<file path="src/rtl/dtx_params.svh">
// Constants of the data transfer decoder: fields, codes, reset values
`ifndef DTX_PARAMS_SVH
`define DTX_PARAMS_SVH

// Instruction field positions
`define DTX_OP_HI 15
`define DTX_OP_LO 12
`define DTX_DST_HI 11
`define DTX_DST_LO 8
`define DTX_SRC_HI 7
`define DTX_SRC_LO 4

// Major opcode groups (top nibble)
`define DTX_GRP_INDEX 4'h0
`define DTX_GRP_STLD 4'h1
`define DTX_GRP_IND_ST 4'h2
`define DTX_GRP_SYS 4'h4
`define DTX_GRP_LDLD 4'h5
`define DTX_GRP_IND_LD 4'h6
`define DTX_GRP_R0DSP 4'h8
`define DTX_GRP_PCW 4'h9
`define DTX_GRP_PCL 4'hd
`define DTX_GRP_IMM 4'he

// Low nibble codes
`define DTX_LO_MOVREG 4'h3

// System control codes (full word or low byte with register nibble)
`define DTX_CODE_CLRT 16'h0008
`define DTX_CODE_SETT 16'h0018
`define DTX_CODE_SLEEP 16'h001b
`define DTX_CODE_EXC_RET 16'h002b
`define DTX_LO8_LOOP_START 8'hdc
`define DTX_LO8_LOOP_END 8'hec
`define DTX_LO8_LOOP_COUNT 8'h14

// Status register bit positions
`define DTX_STAT_T 0
`define DTX_STAT_Q 8
`define DTX_STAT_M 9

// Reset values
`define DTX_STAT_RST 32'h0000_0000
`define DTX_GPR_RST 32'h0000_0000

// Minimum execution cycles with no wait states
`define DTX_MIN_CYCLES 1

`endif

</file>
<file path="src/rtl/dtx_pkg.sv">
// Types shared by the data transfer decoder modules
package dtx_pkg;

  typedef enum logic [1:0] {
    DTX_SZ_BYTE = 2'h0,
    DTX_SZ_WORD = 2'h1,
    DTX_SZ_LONG = 2'h2
  } dtx_size_e;

  typedef enum logic [3:0] {
    DTX_ST_RUN = 4'h1,
    DTX_ST_MEM = 4'h2,
    DTX_ST_LWB = 4'h4,
    DTX_ST_SLEEP = 4'h8
  } dtx_state_e;

  typedef logic [31:0] dtx_word_t;

endpackage

</file>
<file path="src/rtl/dtx_dec_if.sv">
// Decoder hand-off between the core and its address generator
`timescale 1ns/1ps
interface dtx_dec_if;
  import dtx_pkg::*;
  logic [15:0] insn;
  dtx_word_t pc;
  dtx_word_t src_val;
  dtx_word_t dst_val;
  dtx_word_t zero_val;
  logic mem;
  logic load;
  dtx_size_e size;
  dtx_word_t addr;
  dtx_word_t wdata;
  logic [3:0] ld_dst;
  logic alu_we;
  logic [3:0] alu_dst;
  dtx_word_t alu_val;
  logic upd_we;
  logic [3:0] upd_dst;
  dtx_word_t upd_val;
  logic misaligned;

  modport dec (
    input insn, pc, src_val, dst_val, zero_val,
    output mem, load, size, addr, wdata, ld_dst, alu_we, alu_dst, alu_val,
    output upd_we, upd_dst, upd_val, misaligned
  );
  modport core (
    output insn, pc, src_val, dst_val, zero_val,
    input mem, load, size, addr, wdata, ld_dst, alu_we, alu_dst, alu_val,
    input upd_we, upd_dst, upd_val, misaligned
  );
endinterface

</file>
<file path="src/rtl/dtx_ext.sv">
// Sign extension of loaded bytes and words
`timescale 1ns/1ps
module dtx_ext
  import dtx_pkg::*;
(
  input wire dtx_size_e size,
  input wire dtx_word_t raw,
  output dtx_word_t ext
);
  // Byte and word results are sign-extended, longwords pass unchanged
  always_comb begin
    case (size)
      DTX_SZ_BYTE: ext = {{24{raw[7]}}, raw[7:0]};
      DTX_SZ_WORD: ext = {{16{raw[15]}}, raw[15:0]};
      default: ext = raw;
    endcase
  end
endmodule

</file>
<file path="src/rtl/dtx_decode.sv">
// Address generation and operand selection for data transfer codes
`timescale 1ns/1ps
`include "dtx_params.svh"
module dtx_decode
  import dtx_pkg::*;
(
  dtx_dec_if.dec d
);
  logic [3:0] grp;
  logic [3:0] lo;
  logic [3:0] n;
  dtx_word_t disp4;
  dtx_word_t disp8;
  dtx_size_e sz;

  // Displacement is scaled by the operand size
  function automatic dtx_word_t scale(input dtx_word_t v, input dtx_size_e s);
    scale = v << s;
  endfunction

  // Byte count of an operand size
  function automatic dtx_word_t step(input dtx_size_e s);
    step = 32'h1 << s;
  endfunction

  assign grp = d.insn[`DTX_OP_HI:`DTX_OP_LO];
  assign lo = d.insn[3:0];
  assign n = d.insn[`DTX_DST_HI:`DTX_DST_LO];
  assign disp4 = {28'h0, d.insn[3:0]};
  assign disp8 = {24'h0, d.insn[7:0]};
  assign sz = dtx_size_e'(lo[1:0]);

  // Field decode, most significant nibble first
  always_comb begin
    d.mem = 1'b0;
    d.load = 1'b0;
    d.size = DTX_SZ_LONG;
    d.addr = 32'h0;
    d.wdata = d.src_val;
    d.ld_dst = n;
    d.alu_we = 1'b0;
    d.alu_dst = n;
    d.alu_val = 32'h0;
    d.upd_we = 1'b0;
    d.upd_dst = n;
    d.upd_val = 32'h0;
    case (grp)
      `DTX_GRP_IMM: begin
        d.alu_we = 1'b1;
        d.alu_val = {{24{d.insn[7]}}, d.insn[7:0]};
      end
      `DTX_GRP_PCW: begin
        d.mem = 1'b1;
        d.load = 1'b1;
        d.size = DTX_SZ_WORD;
        d.addr = scale(disp8, DTX_SZ_WORD) + d.pc;
      end
      `DTX_GRP_PCL: begin
        d.mem = 1'b1;
        d.load = 1'b1;
        d.addr = scale(disp8, DTX_SZ_LONG) + {d.pc[31:2], 2'h0};
      end
      `DTX_GRP_IND_LD: begin
        if (lo == `DTX_LO_MOVREG) begin
          d.alu_we = 1'b1;
          d.alu_val = d.src_val;
        end else if (lo[3] == 1'b0 && lo[1:0] != 2'h3) begin
          d.mem = 1'b1;
          d.load = 1'b1;
          d.size = sz;
          d.addr = d.src_val;
          d.upd_we = lo[2];
          d.upd_dst = d.insn[`DTX_SRC_HI:`DTX_SRC_LO];
          d.upd_val = d.src_val + step(sz);
        end
      end
      `DTX_GRP_IND_ST: begin
        if (lo[3] == 1'b0 && lo[1:0] != 2'h3) begin
          d.mem = 1'b1;
          d.size = sz;
          d.upd_we = lo[2];
          d.upd_val = d.dst_val - step(sz);
          // Pre-decrement writes to the already lowered address
          d.addr = lo[2] ? d.upd_val : d.dst_val;
        end
      end
      `DTX_GRP_R0DSP: begin
        if (d.insn[11:10] == 2'h0 && d.insn[9:8] != 2'h3 && d.insn[9:8] != 2'h2) begin
          d.mem = 1'b1;
          d.size = dtx_size_e'(d.insn[9:8]);
          // The base sits in the second nibble here; the first is part of the opcode
          d.addr = scale(disp4, d.size) + d.src_val;
          d.wdata = d.zero_val;
          d.ld_dst = 4'h0;
        end else if (d.insn[11:10] == 2'h1 && d.insn[9:8] != 2'h3 && d.insn[9:8] != 2'h2) begin
          d.mem = 1'b1;
          d.load = 1'b1;
          d.size = dtx_size_e'(d.insn[9:8]);
          d.addr = scale(disp4, d.size) + d.src_val;
          d.ld_dst = 4'h0;
        end
      end
      `DTX_GRP_STLD: begin
        d.mem = 1'b1;
        d.addr = scale(disp4, DTX_SZ_LONG) + d.dst_val;
      end
      `DTX_GRP_LDLD: begin
        d.mem = 1'b1;
        d.load = 1'b1;
        d.addr = scale(disp4, DTX_SZ_LONG) + d.src_val;
      end
      `DTX_GRP_INDEX: begin
        if (lo[1:0] != 2'h3 && lo[1:0] != 2'h2 || lo[3:0] == 4'h6 || lo[3:0] == 4'he) begin
          if (lo[3:2] == 2'h1) begin
            d.mem = 1'b1;
            d.size = sz;
            d.addr = d.zero_val + d.dst_val;
          end else if (lo[3:2] == 2'h3) begin
            d.mem = 1'b1;
            d.load = 1'b1;
            d.size = sz;
            d.addr = d.zero_val + d.src_val;
          end
        end
      end
      default: begin
        d.mem = 1'b0;
      end
    endcase
  end

  // Word and longword accesses must sit on their natural boundary
  assign d.misaligned = d.mem && ((d.size == DTX_SZ_WORD && d.addr[0]) ||
                                  (d.size == DTX_SZ_LONG && d.addr[1:0] != 2'h0));
endmodule

</file>
<file path="src/rtl/dtx_core.sv">
// Data transfer execution core: register file, bus sequencing, control ops
//
// Overview of operation
// - Cycle counts are minimums; waits may extend.
// - Stall when fetch and data access contend.
// - Stall next instruction using a just-loaded register.
// - Scale displacement by one, two or four.
// - Decode MSB first; nibbles select registers 0-15.
// - Status register holds M, Q and T.
// - Immediate move sign-extends eight bits, one cycle.
// - PC word load at disp*2+PC, sign-extended.
// - Indirect loads sign-extend bytes and words.
// - Post-increment adds operand size after load.
// - Pre-decrement subtracts size, then stores there.
// - Byte store of zero register, unscaled displacement.
// - Word store of zero register, displacement times two.
// - Long displacement store, displacement times four.
// - Byte displacement load into zero register.
// - Word displacement load into zero register.
// - Long displacement load into any register.
// - Indexed stores at zero register plus base.
// - Indexed loads at zero register plus source.
// - Loop start, end and count setting ops.
// - Sleep op enters power-down state.
// - Exception return op ends exception handling; here it only pulses exc_return.
`timescale 1ns/1ps
`include "dtx_params.svh"
module dtx_core
  import dtx_pkg::*;
#(
  parameter int REGS = 16,
  parameter int COUNT_W = 12
) (
  input wire logic mclk,
  input wire logic sys_rst,
  input wire logic [15:0] insn,
  input wire logic insn_valid,
  output logic insn_ready,
  input wire dtx_word_t pc,
  input wire logic fetch_busy,
  input wire logic wake,
  output logic bus_req,
  output logic bus_we,
  output dtx_size_e bus_size,
  output dtx_word_t bus_addr,
  output dtx_word_t bus_wdata,
  input wire dtx_word_t bus_rdata,
  input wire logic bus_ack,
  output logic addr_err,
  output logic exc_return,
  output logic sleeping,
  output dtx_word_t status_reg,
  output dtx_word_t loop_start,
  output dtx_word_t loop_end,
  output logic [COUNT_W-1:0] loop_count
);
  dtx_dec_if dec_bus ();
  dtx_state_e state;
  dtx_word_t gpr [REGS];
  dtx_word_t ld_data;
  dtx_word_t ld_ext;
  logic [3:0] ld_dst;
  logic ld_pend;
  logic upd_we;
  logic [3:0] upd_dst;
  dtx_word_t upd_val;
  logic take;
  logic is_sys;
  logic [7:0] sys_lo;
  logic hazard;

  // True when the code names a register through either nibble or implies the zero register
  function automatic logic reads_reg(input logic [15:0] c, input logic [3:0] r);
    logic implied_zero;
    implied_zero = (c[15:12] == `DTX_GRP_INDEX) || (c[15:12] == `DTX_GRP_R0DSP);
    reads_reg = (c[11:8] == r) || (c[7:4] == r) || (implied_zero && r == 4'h0);
  endfunction

  // Register file read ports into the decoder
  assign dec_bus.insn = insn;
  assign dec_bus.pc = pc;
  // Three read ports: both nibbles plus the implied zero register.
  // Reads are combinational so a code taken in write-back sees settled values.
  assign dec_bus.dst_val = gpr[insn[`DTX_DST_HI:`DTX_DST_LO]];
  assign dec_bus.src_val = gpr[insn[`DTX_SRC_HI:`DTX_SRC_LO]];
  assign dec_bus.zero_val = gpr[0];

  // The decoder is purely combinational; its outputs matter only on an
  // accepting edge, so glitches while a code is offered are harmless.
  // Keeping it apart lets the address adders be timed on their own.
  dtx_decode u_decode (
    .d(dec_bus.dec)
  );

  dtx_ext u_ext (
    .size(bus_size),
    .raw(bus_rdata),
    .ext(ld_ext)
  );

  // Loop set-up codes share one group and differ in the low byte
  assign sys_lo = insn[7:0];
  assign is_sys = (insn[15:12] == `DTX_GRP_SYS) &&
                  (sys_lo == `DTX_LO8_LOOP_START || sys_lo == `DTX_LO8_LOOP_END ||
                   sys_lo == `DTX_LO8_LOOP_COUNT);

  // The hazard test is deliberately coarse: it compares both nibbles even
  // where the low byte is a displacement or an immediate. That costs an
  // occasional needless stall but never lets a code read a stale register.
  // A code that only writes the loaded register stalls too, so the later
  // writer always wins.
  assign hazard = (state == DTX_ST_LWB) && reads_reg(insn, ld_dst);

  // Accept while running, or during the load write-back if there is no hazard.
  // A memory code waits while the fetch owns the bus, costing a cycle but never a slot.
  always_comb begin
    insn_ready = 1'b0;
    if (state == DTX_ST_RUN || (state == DTX_ST_LWB && !hazard)) begin
      insn_ready = !(dec_bus.mem && fetch_busy);
    end
  end
  assign take = insn_valid && insn_ready;

  // Sequencer: run, wait for the bus, write back a load, or sleep.
  //
  // Timing of a load, edge by edge:
  //   c0   code taken; request and the pending base update are latched
  //   c1   request stands with its address, size and direction
  //   cK   partner acknowledges; the base update lands at this edge
  //   cK+1 write-back cycle; the result enters the register file at its end
  // A store ends at cK and goes straight back to run. Only one access is
  // ever outstanding, so no queue or tag is needed on the data bus.
  //
  // The write-back cycle still accepts a new code, which keeps a run of
  // independent loads close to one per access. The price is the hazard
  // test above: a code that names the loaded register waits one cycle.
  // Sleep is left only through wake; no code is accepted meanwhile.
  always_ff @(posedge mclk) begin
    if (sys_rst) begin
      state <= DTX_ST_RUN;
    end else begin
      case (state)
        DTX_ST_RUN, DTX_ST_LWB: begin
          if (take && insn == `DTX_CODE_SLEEP) begin
            state <= DTX_ST_SLEEP;
          end else if (take && dec_bus.mem && !dec_bus.misaligned) begin
            state <= DTX_ST_MEM;
          end else begin
            state <= DTX_ST_RUN;
          end
        end
        DTX_ST_MEM: begin
          // Wait states only lengthen the access
          if (bus_ack) begin
            state <= ld_pend ? DTX_ST_LWB : DTX_ST_RUN;
          end
        end
        DTX_ST_SLEEP: begin
          if (wake) begin
            state <= DTX_ST_RUN;
          end
        end
        default: state <= DTX_ST_RUN;
      endcase
    end
  end

  // Bus request stands from the cycle after acceptance until acknowledged.
  // Address, size, direction and data stay put after the acknowledge too;
  // the partner must qualify them with the request, never on their own.
  always_ff @(posedge mclk) begin
    if (sys_rst) begin
      bus_req <= 1'b0;
      bus_we <= 1'b0;
      bus_size <= DTX_SZ_LONG;
      bus_addr <= 32'h0;
      bus_wdata <= 32'h0;
    end else if (take && dec_bus.mem && !dec_bus.misaligned) begin
      bus_req <= 1'b1;
      bus_we <= !dec_bus.load;
      bus_size <= dec_bus.size;
      bus_addr <= dec_bus.addr;
      bus_wdata <= dec_bus.wdata;
    end else if (bus_ack) begin
      bus_req <= 1'b0;
    end
  end

  // Pending load and base-register update, held across wait states.
  // Load data is extended on the way in so write-back is a plain copy.
  always_ff @(posedge mclk) begin
    if (sys_rst) begin
      ld_pend <= 1'b0;
      ld_dst <= 4'h0;
      upd_we <= 1'b0;
      upd_dst <= 4'h0;
      upd_val <= 32'h0;
      ld_data <= 32'h0;
    end else begin
      if (take && dec_bus.mem && !dec_bus.misaligned) begin
        ld_pend <= dec_bus.load;
        ld_dst <= dec_bus.ld_dst;
        upd_we <= dec_bus.upd_we;
        upd_dst <= dec_bus.upd_dst;
        upd_val <= dec_bus.upd_val;
      end
      if (state == DTX_ST_MEM && bus_ack) begin
        ld_data <= ld_ext;
      end
    end
  end

  // Misaligned accesses are dropped and flagged for one cycle.
  // Nothing else records them: the exception logic outside must act on
  // the pulse itself, and no register or base update is applied.
  always_ff @(posedge mclk) begin
    if (sys_rst) begin
      addr_err <= 1'b0;
    end else begin
      addr_err <= take && dec_bus.misaligned;
    end
  end

  // Register file writes; a load result overrides a same-register update.
  // The three write sources never fall on one register in one cycle: the update
  // lands a cycle before the load, and the hazard stall keeps immediates away.
  always_ff @(posedge mclk) begin
    if (sys_rst) begin
      for (int i = 0; i < REGS; i++) begin
        gpr[i] <= `DTX_GPR_RST;
      end
    end else begin
      if (take && dec_bus.alu_we) begin
        gpr[dec_bus.alu_dst] <= dec_bus.alu_val;
      end
      if (state == DTX_ST_MEM && bus_ack && upd_we) begin
        gpr[upd_dst] <= upd_val;
      end
      if (state == DTX_ST_LWB) begin
        gpr[ld_dst] <= ld_data;
      end
    end
  end

  // Status flags: transfers leave them alone, only T set and clear touch T.
  // Q and M have their places here for the division steps, which live in
  // another block; nothing in this one writes them.
  always_ff @(posedge mclk) begin
    if (sys_rst) begin
      status_reg <= `DTX_STAT_RST;
    end else if (take && insn == `DTX_CODE_SETT) begin
      status_reg[`DTX_STAT_T] <= 1'b1;
    end else if (take && insn == `DTX_CODE_CLRT) begin
      status_reg[`DTX_STAT_T] <= 1'b0;
    end
  end

  // Hardware loop registers loaded from the named register.
  // Only the low COUNT_W bits of a count are kept; larger values wrap.
  always_ff @(posedge mclk) begin
    if (sys_rst) begin
      loop_start <= 32'h0;
      loop_end <= 32'h0;
      loop_count <= '0;
    end else if (take && is_sys) begin
      if (sys_lo == `DTX_LO8_LOOP_START) begin
        loop_start <= dec_bus.dst_val;
      end else if (sys_lo == `DTX_LO8_LOOP_END) begin
        loop_end <= dec_bus.dst_val;
      end else begin
        loop_count <= dec_bus.dst_val[COUNT_W-1:0];
      end
    end
  end

  // Exception return is signalled to the sequencing logic outside.
  // Restoring the saved state and the jump back are not done here.
  always_ff @(posedge mclk) begin
    if (sys_rst) begin
      exc_return <= 1'b0;
    end else begin
      exc_return <= take && insn == `DTX_CODE_EXC_RET;
    end
  end

  assign sleeping = (state == DTX_ST_SLEEP);
endmodule

</file>
<file path="config.mk">
export PLATFORM = sky130hd
export DESIGN_NAME = dtx_core
export DESIGN_NICKNAME = d
export VERILOG_FILES = /design/src/rtl/dtx_pkg.sv /design/src/rtl/dtx_dec_if.sv /design/src/rtl/dtx_ext.sv /design/src/rtl/dtx_decode.sv /design/src/rtl/dtx_core.sv
export VERILOG_INCLUDE_DIRS = /design/src /design/src/rtl
export SDC_FILE = /design/constraint.sdc
export NUM_CORES = 2
export LEC_CHECK = 0
export BUFFER_PORTS_ARGS = -buffer_cell sky130_fd_sc_hd__buf_2
export CAP_MARGIN = 10
export CORE_MARGIN = 10
export CORE_UTILIZATION = 55
export CTS_CLUSTER_DIAMETER = 200
export DETAILED_ROUTE_END_ITERATION = 16
export PLACE_DENSITY_LB_ADDON = 0.3
export SLEW_MARGIN = 20
export SYNTH_ARGS = -nofsm -noshare
export SYNTH_HDL_FRONTEND = slang
export SYNTH_SLANG_ARGS = --single-unit
</file>
<file path="constraint.sdc">
create_clock -name mclk -period 6.3 [get_ports mclk]
set_clock_uncertainty 0.05 [all_clocks]
set_input_delay 0.945 -clock mclk [delete_from_list [all_inputs] [get_ports mclk]]
set_output_delay 0.945 -clock mclk [all_outputs]
set_load 0.01 [all_outputs]
</file>
==> results.sh <==
export IMPL_tightest_slew_ns=1.177
export IMPL_setup_viol=0
export IMPL_placementRows=108
export IMPL_clkSinkCount=737
export IMPL_synth_seq_cells=737
export IMPL_clk_pin_slew_worst_paths_ns=0.06
export IMPL_synth_area_um2=48530
export IMPL_via_per_inst=7.263
export IMPL_gp_congestion=1.038
export IMPL_grt_pass1_vias=42860
export IMPL_cp_required_ns=6.82
export IMPL_globalRoute_totalOverflow=0
export IMPL_synth_async_sr_flop_share=0
export IMPL_period_minus_slack_ns=5.588
export IMPL_fin_cells=6420
export IMPL_start_util=0.5568
export IMPL_cts_root_buffer="clkbuf_16"
export IMPL_status="completed"
export IMPL_cts_hold_buf=0
export IMPL_synth_main_ff_cell="edfxtp_1"
export IMPL_core_area_um2=87160
export IMPL_tritoncts="yes"
export IMPL_antenna_found_initial=9
export IMPL_maxCapViolations=0
export IMPL_cp_cell_sequence="mux4_2 -> mux2_2 -> o21ai_0 -> inv_1 -> ha_1 -> fa_1 -> mux2_2 -> nand4_1 -> o2111ai_1 -> a221oi_2 -> nand3_1 -> a221oi_4 -> buf_12 -> buf_12 -> nand3_1 -> nor2_1 -> a21oi_1 -> o21ai_0"
export IMPL_insertion_delay_ns=0.68
export IMPL_synth_top_cell_by_area="edfxtp_1"
export IMPL_power_static_leakage_nw=20.12
export IMPL_synth_area_top_cells="edfxtp_1 (32%), dfxtp_1 (9.3%), mux4_2 (9.1%)"
export IMPL_grt_total_usage=0.4024
export IMPL_ir_worst_vdd_uv=188.0
export IMPL_netlist_area_leader_share=0.3168
export IMPL_use_met3=0.1428
export IMPL_grt_pass1_wl_mm=298.4
export IMPL_drtPass1Iterations=7
export IMPL_totalPowerFinal_w=0.01296
export IMPL_ctsResizeCount=0
export IMPL_fin_crit_sh=0.8870
export IMPL_cts_max_path_buffers=3
export IMPL_die_h_um=317.0
export IMPL_finalHoldViolCount=0
export IMPL_crit_path_end_kind="flip-flop"
export IMPL_postCtsSetupBuffers=0
export IMPL_dp_cells=6267
export IMPL_syn_area_per_cell_um2=9.604
export IMPL_wl_per_cell_um=32.74
export IMPL_crit_type="flip-flop to flip-flop"
export IMPL_drt_initial_drc_count=8559
export IMPL_groute_layer_met1_usage=0.5213
export IMPL_cp_slowest_cell="edfxtp_1"
export IMPL_max_stage_delay_ns=0.50
export IMPL_path_delay_family="compound AO/OA/AOI/OAI gates"
export IMPL_powerDensity_nw_per_um2=238.4
export IMPL_slew_violations=0
export IMPL_post_dp_hpwl_mm=148.2
export IMPL_chipWidth_um=317.0
export IMPL_layout_drive_gt1_share=0.1877
export IMPL_vias=46630
export IMPL_fin_nets=5388
export IMPL_setup_tns_ns=0
export IMPL_top_usage_layer="met2"
export IMPL_critPathMaxFanout=109
export IMPL_cts_buffers=83
export IMPL_die_area_um2=100500
export IMPL_htree_num_levels=3
export IMPL_relSlewSlack=0.2072
export IMPL_remaining_drc_errors=0
export IMPL_crit_path_start_kind="flip-flop"
export IMPL_areaGrowthSynthToFinish_pct=12.03
export IMPL_largest_register_ffs=512
export IMPL_io_pins=266
export IMPL_synth_edff_count=512
export IMPL_fmax_mhz=178.9
export IMPL_grt_setup_unrepaired="false"
export IMPL_grt_max_degree=171
export IMPL_seq_area_frac_synth=0.4096
export IMPL_crit_arrival_ns=6.11
export IMPL_largest_register="gpr"
export IMPL_wl_mm=210.2
export IMPL_synthCells=5053
export IMPL_portBuffers=234
export IMPL_hold_path_class="flip-flop to flip-flop"
export IMPL_path_buf_inv=3
export IMPL_utilization=0.6238
export IMPL_ys_types=105
export IMPL_met2_usage=0.5926
export IMPL_yosys_warnings=0
export IMPL_drtAntennaViolNets=0
-- synth_stat cells, drive strengths merged (42+ instances only) --
library cell and n:
a211oi 55, a311oi 44, nand2 743, a21oi 280
ha 97, inv 51, a22oi 57, xor2 75
edfxtp 512, o21ai 551, mux4 200, xnor2 119
nand4 42, o22ai 75, mux2i 166, buf 164
clkbuf 336, nor2 373, a22o 153, dfxtp 225
nand3 101, nor3 70, a21o 42
-- worst min-delay path: cells and delay by family, from the launching register on --
family	cells	cell delay, ns
AO/OA/AOI/OAI	1	0.05
flip-flops	1	0.30
AND/OR/NAND/NOR	1	0.05
-- cells in the final DEF (no fill, tap or decap), types with 100 or more instances in the layout --
cell type  synthesis  final
dfxtp_1          225    225
buf_4             58    282
edfxtp_1         512    512
nand2_1          741    739
buf_2             52    228
mux4_2           197    197
a22o_1           153    153
mux2i_1          166    166
xnor2_1          119    119
nand3_1          100    100
o21ai_0          534    533
a21oi_1          279    279
nor2_1           373    359
-- final timing paths --
path | start | end | slack (ns) | cells past startpoint
worst max-delay path | gpr[13][0] | upd_val[16] | 0.71 | 18
worst min-delay path | loop_end[4] | loop_end[4] | 0.40 | 2
worst max register to register | gpr[13][0] | upd_val[16] | 0.71 | 18
worst min register to register | loop_end[4] | loop_end[4] | 0.40 | 2
-- per-layer routing --
layer / share of wire / vias up / wire length (µm)
li1: - / 19180 / -
met1: 0.34 / 22140 / 71880
met2: 0.42 / 4462 / 88740
met3: 0.17 / 839 / 36200
met4: 0.063 / 8 / 13340
met5: 0.00028 / - / 59
-- power breakdown --
group	internal [W]	total, W	switching (W)	leakage (nW)
Clock	0.00290	0.00505	0.00215	1.33
Sequential	0.00532	0.00546	0.000141	7.13
Combinational	0.000870	0.00245	0.00158	11.7
Total	0.00909	0.0130	0.00387	20.1
-- area by class of cell --
cell class              count  area (µm²)
fillers                  7274       32790
multi-input cells        3791       26480
flip-flops and latches    737       19880
repair buffers            529        3597
clock buffers             116        2345
well taps                1155        1445
clock inverters            35       412.9
inverters                  55       206.4
diodes                      2       5.005
-- cell families after synthesis --
group,Yosys count,synth area share
AO/OA/AOI/OAI,1481,0.1947
XOR/XNOR,194,0.03501
buffers and inverters,555,0.05025
AND/OR/NAND/NOR,1580,0.1468
adder cells (fa/ha/maj),105,0.02831
other,1,0.00007727
multiplexers,400,0.1352
flip-flops,737,0.4096
-- metrics by stage --
step           hold slack [ns]  setup WS, ns  instance area (µm²)
2_1_floorplan           0.3865       0.02309                48640
3_3_place_gp            0.3845        0.2663                51590
3_5_place_dp            0.3905        0.2418                51590
4_1_cts                 0.3990        0.9028                54350
5_1_grt                 0.4135        0.5131                54360
6_report                0.3964        0.7118                54370
Power figures use the tool's default switching activity.
